--- src/hdl/clk_div_defs.svh ---
// Offsets, field positions, reset values and timing figures of the clock divider block.
`ifndef CLK_DIV_DEFS_SVH
`define CLK_DIV_DEFS_SVH

`define SRC_SEL_INDEX     16'h1c82
`define DIV3_INDEX        16'h1c90
`define OSC_DIV_INDEX     16'h1c92
`define WAKE_INDEX        16'h1c98
`define REG_ADDR(idx)     ((idx) << 2)

`define DIV_ON_BIT        15
`define DIV_RATIO_MSB     4
`define WAKE_MSB          4
`define SEL_MSB           3

`define DIV3_ON_RESET     1'b1
`define DIV3_RATIO_RESET  5'h03
`define OSC_ON_RESET      1'b0
`define OSC_RATIO_RESET   5'h00
`define WAKE_RESET        5'h1f
`define SEL_RESET         4'hb

`define SEL_TAP_A         4'h9
`define SEL_TAP_B         4'ha
`define SEL_TAP_C         4'hb

`define REF_CLK_HZ        25000000
`define REF_CLK_PERIOD_NS 40

`endif

--- src/hdl/clk_div_pkg.sv ---
// Types shared by the clock divider and wake-up control block.
package clk_div_pkg;

  typedef struct packed {
    logic       on;
    logic [4:0] ratio;
  } divider_cfg_s;

  typedef struct packed {
    logic irq3;
    logic irq2;
    logic irq1;
    logic irq0;
    logic nmi;
  } wake_pins_s;

  typedef struct packed {
    logic        write;
    logic [15:0] addr;
    logic [31:0] wdata;
  } apb_req_s;

  typedef enum logic [1:0] {
    SRC_OSC_DIV,
    SRC_TAP,
    SRC_NONE
  } source_kind_e;

endpackage

--- src/hdl/tick_divider.sv ---
// Enable-pulse divider with clean restart and ratio changes taken at period boundaries.
`timescale 1ns/1ps
module tick_divider (
  input  wire logic                      ref_clk,
  input  wire logic                      rst,
  input  wire logic                      src_tick,
  input  wire clk_div_pkg::divider_cfg_s cfg,
  input  wire logic [4:0]                count_last,
  output logic                           out_tick
);

  logic [4:0] count;
  logic [4:0] active_last;
  logic       wrap;
  logic [4:0] next_count;

  assign wrap       = src_tick && (count == active_last);
  assign next_count = wrap ? 5'h00 : 5'(count + 5'h01);

  // A disabled divider stays low and restarts from count zero.
  always_ff @(posedge ref_clk)
  begin
    if (rst || !cfg.on)
    begin
      count       <= 5'h00;
      active_last <= count_last;
      out_tick    <= 1'b0;
    end
    else
    begin
      out_tick <= wrap;
      if (src_tick)
      begin
        count <= next_count;
      end
      if (wrap)
      begin
        active_last <= count_last;
      end
    end
  end

endmodule

--- src/hdl/clock_divider_wakeup_ctl.sv ---
// Third system-clock divider, oscillator divider, wake-up enables and third output selector.
`timescale 1ns/1ps
`include "clk_div_defs.svh"

// Behaviour
// - Bit 15 of the third divider register switches that divider off at 0 and on at 1, reset 1.
// - The third divider ratio divides by 1, 2 or 4 for codes 0, 1 and 3, resetting to 3.
// - The third divider sits in both the bypass and the PLL path.
// - Bit 15 of the oscillator divider register switches it on, and it resets off.
// - The oscillator divider divides by its ratio field plus one, resetting to divide by 1.
// - The oscillator divider counts the reference clock directly, never the PLL.
// - While the oscillator is powered down, a rising edge on an enabled input wakes it.
// - Wake bits 4 to 0 belong to interrupts 3, 2, 1, 0 and the non-maskable interrupt.
// - An input whose wake bit is 1 cannot wake the oscillator.
// - All five wake bits reset to 1.
// - Select codes 0 to 7 drive the third output from the oscillator divider.
// - Select codes 9, 10 and 11 drive the third output from taps A, B and C, reset 11.
// - Reserved register bits read zero and writes to them change nothing.
module clock_divider_wakeup_ctl (
  input  wire logic                    ref_clk,
  input  wire logic                    rst,
  input  wire logic                    psel,
  input  wire logic                    penable,
  input  wire logic                    pwrite,
  input  wire logic [15:0]             paddr,
  input  wire logic [31:0]             pwdata,
  output logic [31:0]                  prdata,
  output logic                         pready,
  output logic                         pslverr,
  input  wire logic                    pll_mode,
  input  wire logic                    pll_tick,
  input  wire logic                    tap_a_tick,
  input  wire logic                    tap_b_tick,
  input  wire logic                    tap_c_tick,
  input  wire clk_div_pkg::wake_pins_s wake_pins,
  input  wire logic                    oscillator_powered_down,
  output logic                         osc_wake,
  output logic                         system_clock_three,
  output logic                         third_clock_output
);

  // Turns a third divider code into the last count of its period.
  function automatic logic [4:0] div3_last(input logic [4:0] code);
    logic [4:0] last;
    last = 5'h00;
    case (code)
      5'h00:   last = 5'h00;
      5'h01:   last = 5'h01;
      5'h03:   last = 5'h03;
      default: last = code;
    endcase
    return last;
  endfunction

  // Classifies a select code.
  function automatic clk_div_pkg::source_kind_e sel_kind(input logic [3:0] code);
    clk_div_pkg::source_kind_e kind;
    kind = clk_div_pkg::SRC_NONE;
    if (!code[3])
    begin
      kind = clk_div_pkg::SRC_OSC_DIV;
    end
    else if (code == `SEL_TAP_A || code == `SEL_TAP_B || code == `SEL_TAP_C)
    begin
      kind = clk_div_pkg::SRC_TAP;
    end
    return kind;
  endfunction

  // Places a divider's enable and ratio at their register bit positions.
  function automatic logic [31:0] div_word(input clk_div_pkg::divider_cfg_s cfg);
    logic [31:0] word;
    word                   = 32'h00000000;
    word[`DIV_ON_BIT]      = cfg.on;
    word[`DIV_RATIO_MSB:0] = cfg.ratio;
    return word;
  endfunction

  // Takes a divider's enable and ratio from a write word; every other bit is dropped.
  function automatic clk_div_pkg::divider_cfg_s div_fields(input logic [31:0] word);
    clk_div_pkg::divider_cfg_s cfg;
    cfg.on    = word[`DIV_ON_BIT];
    cfg.ratio = word[`DIV_RATIO_MSB:0];
    return cfg;
  endfunction

  // Matches a bus address against the byte address of a register index.
  function automatic logic reg_hit(input logic [15:0] addr, input logic [15:0] index);
    return addr == 16'(`REG_ADDR(index));
  endfunction

  clk_div_pkg::divider_cfg_s div3_cfg;
  clk_div_pkg::divider_cfg_s osc_cfg;
  logic [`WAKE_MSB:0]        wake_block;
  logic [`SEL_MSB:0]         sel_reg;
  logic [`SEL_MSB:0]         sel_active;

  clk_div_pkg::apb_req_s     req;
  logic                      setup;
  logic                      access;
  logic                      hit_sel;
  logic                      hit_div3;
  logic                      hit_osc;
  logic                      hit_wake;
  logic                      mapped;
  logic                      wr_en;
  logic                      wr_div3;
  logic                      wr_osc;
  logic                      wr_wake;
  logic                      wr_sel;
  logic [31:0]               next_rdata;

  assign req.write = pwrite;
  assign req.addr  = paddr;
  assign req.wdata = pwdata;

  assign setup    = psel && !penable;
  assign access   = psel && penable;
  assign hit_sel  = reg_hit(req.addr, `SRC_SEL_INDEX);
  assign hit_div3 = reg_hit(req.addr, `DIV3_INDEX);
  assign hit_osc  = reg_hit(req.addr, `OSC_DIV_INDEX);
  assign hit_wake = reg_hit(req.addr, `WAKE_INDEX);
  assign mapped   = hit_sel || hit_div3 || hit_osc || hit_wake;
  assign wr_en    = access && req.write && mapped;
  assign wr_div3  = wr_en && hit_div3;
  assign wr_osc   = wr_en && hit_osc;
  assign wr_wake  = wr_en && hit_wake;
  assign wr_sel   = wr_en && hit_sel;

  // Only the documented fields are stored or returned; everything else reads zero.
  assign next_rdata =
      hit_sel  ? {28'h0000000, sel_reg} :
      hit_div3 ? div_word(div3_cfg) :
      hit_osc  ? div_word(osc_cfg) :
      hit_wake ? {27'h0000000, wake_block} :
                 32'h00000000;

  assign pready  = 1'b1;
  assign pslverr = access && !mapped;

  // Read data is captured in the setup cycle so that it comes from a flip-flop.
  always_ff @(posedge ref_clk)
  begin
    if (rst)
    begin
      prdata <= 32'h00000000;
    end
    else if (setup)
    begin
      prdata <= req.write ? 32'h00000000 : next_rdata;
    end
  end

  always_ff @(posedge ref_clk)
  begin
    if (rst)
    begin
      div3_cfg.on    <= `DIV3_ON_RESET;
      div3_cfg.ratio <= `DIV3_RATIO_RESET;
    end
    else if (wr_div3)
    begin
      div3_cfg <= div_fields(req.wdata);
    end
  end

  always_ff @(posedge ref_clk)
  begin
    if (rst)
    begin
      osc_cfg.on    <= `OSC_ON_RESET;
      osc_cfg.ratio <= `OSC_RATIO_RESET;
    end
    else if (wr_osc)
    begin
      osc_cfg <= div_fields(req.wdata);
    end
  end

  // Wake bits are active low: a 0 lets that pin restart the oscillator.
  always_ff @(posedge ref_clk)
  begin
    if (rst)
    begin
      wake_block <= `WAKE_RESET;
    end
    else if (wr_wake)
    begin
      wake_block <= req.wdata[`WAKE_MSB:0];
    end
  end

  // The written code waits in sel_reg until the output may switch over.
  always_ff @(posedge ref_clk)
  begin
    if (rst)
    begin
      sel_reg <= `SEL_RESET;
    end
    else if (wr_sel)
    begin
      sel_reg <= req.wdata[`SEL_MSB:0];
    end
  end

  logic div3_src;
  logic osc_tick;

  assign div3_src = pll_mode ? pll_tick : 1'b1;

  tick_divider u_div3 (
    .ref_clk    (ref_clk),
    .rst        (rst),
    .src_tick   (div3_src),
    .cfg        (div3_cfg),
    .count_last (div3_last(div3_cfg.ratio)),
    .out_tick   (system_clock_three)
  );

  tick_divider u_osc_div (
    .ref_clk    (ref_clk),
    .rst        (rst),
    .src_tick   (1'b1),
    .cfg        (osc_cfg),
    .count_last (osc_cfg.ratio),
    .out_tick   (osc_tick)
  );

  // Wake pins come from outside and pass two flip-flops before the edge detector.
  logic [`WAKE_MSB:0] pin_meta;
  logic [`WAKE_MSB:0] pin_sync;
  logic [`WAKE_MSB:0] pin_prev;
  logic [`WAKE_MSB:0] pin_rise;
  logic               wake_hit;

  always_ff @(posedge ref_clk)
  begin
    if (rst)
    begin
      pin_meta <= 5'h00;
      pin_sync <= 5'h00;
      pin_prev <= 5'h00;
    end
    else
    begin
      pin_meta <= wake_pins;
      pin_sync <= pin_meta;
      pin_prev <= pin_sync;
    end
  end

  assign pin_rise = pin_sync & ~pin_prev;
  assign wake_hit = |(pin_rise & ~wake_block);

  always_ff @(posedge ref_clk)
  begin
    if (rst)
    begin
      osc_wake <= 1'b0;
    end
    else
    begin
      osc_wake <= oscillator_powered_down && wake_hit;
    end
  end

  clk_div_pkg::source_kind_e active_kind;
  logic                      cur_tick;
  logic                      cur_idle;
  logic                      sel_apply;

  assign active_kind = sel_kind(sel_active);
  assign cur_tick =
      (active_kind == clk_div_pkg::SRC_OSC_DIV) ? osc_tick :
      (sel_active == `SEL_TAP_A)                ? tap_a_tick :
      (sel_active == `SEL_TAP_B)                ? tap_b_tick :
      (sel_active == `SEL_TAP_C)                ? tap_c_tick :
                                                  1'b0;
  assign cur_idle  = (active_kind == clk_div_pkg::SRC_NONE) ||
                     ((active_kind == clk_div_pkg::SRC_OSC_DIV) && !osc_cfg.on);
  assign sel_apply = cur_tick || cur_idle;

  // Unsupported codes leave the output low rather than picking a source.
  always_ff @(posedge ref_clk)
  begin
    if (rst)
    begin
      sel_active         <= `SEL_RESET;
      third_clock_output <= 1'b0;
    end
    else
    begin
      third_clock_output <= cur_tick;
      if (sel_apply)
      begin
        sel_active <= sel_reg;
      end
    end
  end

endmodule

--- config.mk ---
export PLATFORM = sky130hd
export DESIGN_NAME = clock_divider_wakeup_ctl
export DESIGN_NICKNAME = d
export VERILOG_FILES = /design/src/hdl/clk_div_pkg.sv /design/src/hdl/tick_divider.sv /design/src/hdl/clock_divider_wakeup_ctl.sv
export VERILOG_INCLUDE_DIRS = /design/src /design/src/hdl
export SDC_FILE = /design/constraint.sdc
export NUM_CORES = 1
export LEC_CHECK = 0
export ABC_AREA = 1
export BUFFER_PORTS_ARGS = -buffer_cell sky130_fd_sc_hd__buf_2
export CORE_MARGIN = 3
export CORE_UTILIZATION = 40
export CTS_CLUSTER_SIZE = 24
export DETAILED_ROUTE_END_ITERATION = 10
export SLEW_MARGIN = 40
export SYNTH_ARGS = -nofsm -noshare
export SYNTH_HDL_FRONTEND = slang
export SYNTH_SLANG_ARGS = --single-unit
--- constraint.sdc ---
create_clock -name ref_clk -period 1.9 [get_ports ref_clk]
set_input_delay 0.19 -clock ref_clk [delete_from_list [all_inputs] [get_ports ref_clk]]
set_output_delay 0.19 -clock ref_clk [all_outputs]
set_load 0.1 [all_outputs]
==> results.txt <==
* Initial antenna violation count: 0
- Number of global-route vias before repair: 2498
* Worst vdd rail ir drop: 0.000594 V
- Clock-pin slew was measured on the worst setup and hold paths at 0.08 ns.
* Crit path cell chain: buf_2 -> nor2_1 -> nand2_2 -> nor2_8 -> nand3_4 -> nand2_1 -> inv_2 -> nand2_8 -> nor2_4 -> buf_12
- The startpoint identified for the worst hold timing path is wake_pins[4].
- Horizontal die dimension: 98.5 um
- Total iterations of the first detailed-routing run: 4
* Buffer cell driving the clock tree root: sky130_fd_sc_hd__clkbuf_8
- Max cap viols: 0
- Between clock sinks in the finished design, the worst skew comes to 0.00811 ns.
* Post-synthesis sequential area ratio: 43.9%
- Count of mapped cells out of synthesis: 449
* Avg WL per Cell: 11.4 um
- Yosys attributes the largest share of cell area to sky130_fd_sc_hd__dfxtp_1, sky130_fd_sc_hd__edfxtp_1, sky130_fd_sc_hd__inv_1.
- Crit-path slowest cell: sky130_fd_sc_hd__nor2_8
* Setup crit end kind: output port
* Number of hold violations in the final report: 0
- Flop and latch count out of synthesis: 70
- Data arrives at the worst endpoint at 1.44 ns.
- Startpoint Class: primary input
* Number of buffers created by CTS: 9
- The post-route netlist has 17.9% of its cells at a drive strength greater than 1.
- In this run the biggest area consumer among cell types represents 35.1% of the synthesized area.
* RSZ-0062 raised after global routing: false
- Global-route wire length before repair: 11.4 mm
- The number of max-slew violations in the final report is 0.
- Overflow left after global routing: 0
- The largest registers in the layout are div3_cfg: 6 flops, osc_cfg: 6 flops, prdata: 6 flops.
* Area of the placeable core: 8260 um2
* Final instance count without filler cells: 607
* Via count normalized by instance count: 4.53
- Quantity of hold-fixing buffers added after cts: 0
* Largest area contributor in the netlist: sky130_fd_sc_hd__dfxtp_1
- Area delta synth->final: 13.9%
- Input and output buffers added on the ports amount to 47.
* Reg2reg setup slack: 0.31 ns
* Number of cells on the worst reg-to-reg path: 6
- Wires add up to 6.91 mm.
* Largest fanout on the critical path: 18
* Number of setup violations in the final report: 0
- Period utilisation layout: 86.0%
* Die area: 9700 um2
- Synthesized area divided by synthesized cell count: 7.62 um2
- Clock latency on the worst-skew pair: 0.35 ns
- The initialized floorplan defines 33 standard-cell rows.
- Counting distinct cell types in the post-synthesis netlist gives 32.
- The congestion estimate from routability-driven global placement came to 0.906.
- Biggest cell delay along the critical path: 0.22 ns
- Power density relative to cell area: 890 nW/um2
- Fmax: 612 MHz
- Share of the core filled with cells in the final layout: 47.2%
- Detailed-route via count: 2752
- Source of the worst register-to-register timing path: u_div3.count[1]
- After detailed placement, the design holds a cell count of 591.
- Vertical die dimension: 98.5 um
* Instance count along the most critical hold path: 3
* Maximum number of pins on one net before global-route repair: 28
- In this run the remaining antenna-violating nets after routing total 0.
- 0 antenna diodes ended up in the layout.
- The clock tree synthesis step divided the H-tree into 3 levels.
- Category of the most critical setup path: primary input to output port
- Final #Nets: 563
- The worst register-to-register path ends at u_div3.active_last[0].
- Final HPWL DP: 5.30 mm
- CTS tree: yes
* Required time reported for the critical path endpoint: 1.71 ns
- Min-Delay Path Class: primary input to register
- The run finished with clean final reports.
* Starting utilization of the core area: 41.4%
- Leakage Power: 0.00195 uW
- Fill cells in the final layout number 847.
- Number of buffers between clock root and the deepest sink: 2
* Drt first-iter violations: 110
- After routing, the total negative slack on setup checks comes to 0 ns.
- The clock period could shrink to 1.63 ns.
- In the routed design, unresolved DRC markers number 0.
* Total standard cell area after synthesis: 3420 um2
* Worst hold path endpoint: pin_meta[4]
- Global routing consumed, over all layers together, 14.7% of the routing resources.
- Synth warnings: 0
* Post-CTS setup buffer count: 0
- Count of instances resized after the clock tree is built: 0
- Clock Sink Count: 70
- Top-level I/O count: 101
## critical path, delay by kind of cell
kind	cells	cell delay (ns)
simple gates	7	0.91
buf+inv	3	0.33
## worst max-delay path by stage
stage / startpoint / slack, ns / to
2_1_floorplan: paddr[13] / 0.20 / pslverr
3_3_place_gp: paddr[15] / 0.28 / pslverr
3_5_place_dp: paddr[11] / 0.25 / pslverr
4_1_cts: paddr[11] / 0.26 / pslverr
5_1_grt: paddr[8] / 0.12 / pslverr
6_report: paddr[11] / 0.27 / pslverr
## stage by stage
stage          hold WS [ns]  worst slack (ns)  cell area, um2  total power [uW]
3_5_place_dp          0.392             0.255            3680              2220
5_1_grt              0.0324             0.116            3900              3630
4_1_cts              0.0235             0.257            3900              3510
6_report             0.0352             0.267            3900              3470
2_1_floorplan         0.297             0.203            3520              2150
3_3_place_gp          0.389             0.279            3680              2210
## cell type report
cell class                      instances  area (um2)  area share (%)
Tap cell                              105         131            3.37
Clock buffer                           11         163            4.17
Sequential cell                        70        1500            38.5
Timing Repair Buffer                   53         295            7.58
Inverter                               78         295            7.58
Multi-Input combinational cell        285        1460            37.4
Clock inverter                          5        52.6            1.35
## where the power goes
part	switching [uW]	internal, uW	leakage (uW)
combinational	481	126	0.00124
sequential	32.8	1550	0.000594
clock	562	719	0.000115
total	1080	2390	0.00195
## per-layer routing
layer  part of all wire [%]  up-vias  wire [um]  track usage [%]
met5                      0        -          0                0
met4                    2.8        0        191             6.93
met3                    3.6       15        252             4.39
met2                     48       44       3350             24.2
met1                     45     1231       3120             17.6
li1                       -     1462          -                -
## placed cells by master, fill, tap and decap left out, drive strengths merged
cell	instances
inv	80
nand2	75
dfxtp	60
nor2	55
buf	53
nand3	36
conb	27
nand4	26
o21ai	20
a21oi	19
clkbuf	11
edfxtp	10
xor2	9
nor3	7
xnor2	4
o22ai	2
ha	2
clkinv	2
nand3b	1
o31ai	1
nor4	1
bufinv	1
## cell usage after synthesis, drive strengths merged
master / number
a21oi: 19
buf: 31
clkbuf: 10
conb: 2
dfxtp: 60
edfxtp: 10
ha: 2
inv: 78
nand2: 75
nand3: 36
nand3b: 1
nand4: 26
nor2: 55
nor3: 7
nor4: 1
o21ai: 20
o22ai: 2
o31ai: 1
xnor2: 4
xor2: 9
## cells by family (layout without fill, tap and decap cells)
kind of cell | Yosys count | count (layout) | share of synthesized area (%)
xor+xnor | 13 | 13 | 3.33
flops | 70 | 70 | 43.9
buf+inv | 119 | 147 | 16.5
fa+ha+maj | 2 | 2 | 0.731
simple gates | 201 | 201 | 29.1
other cells | 2 | 27 | 0.219
compound gates | 42 | 42 | 6.29
(Power assumes the default switching activity.)
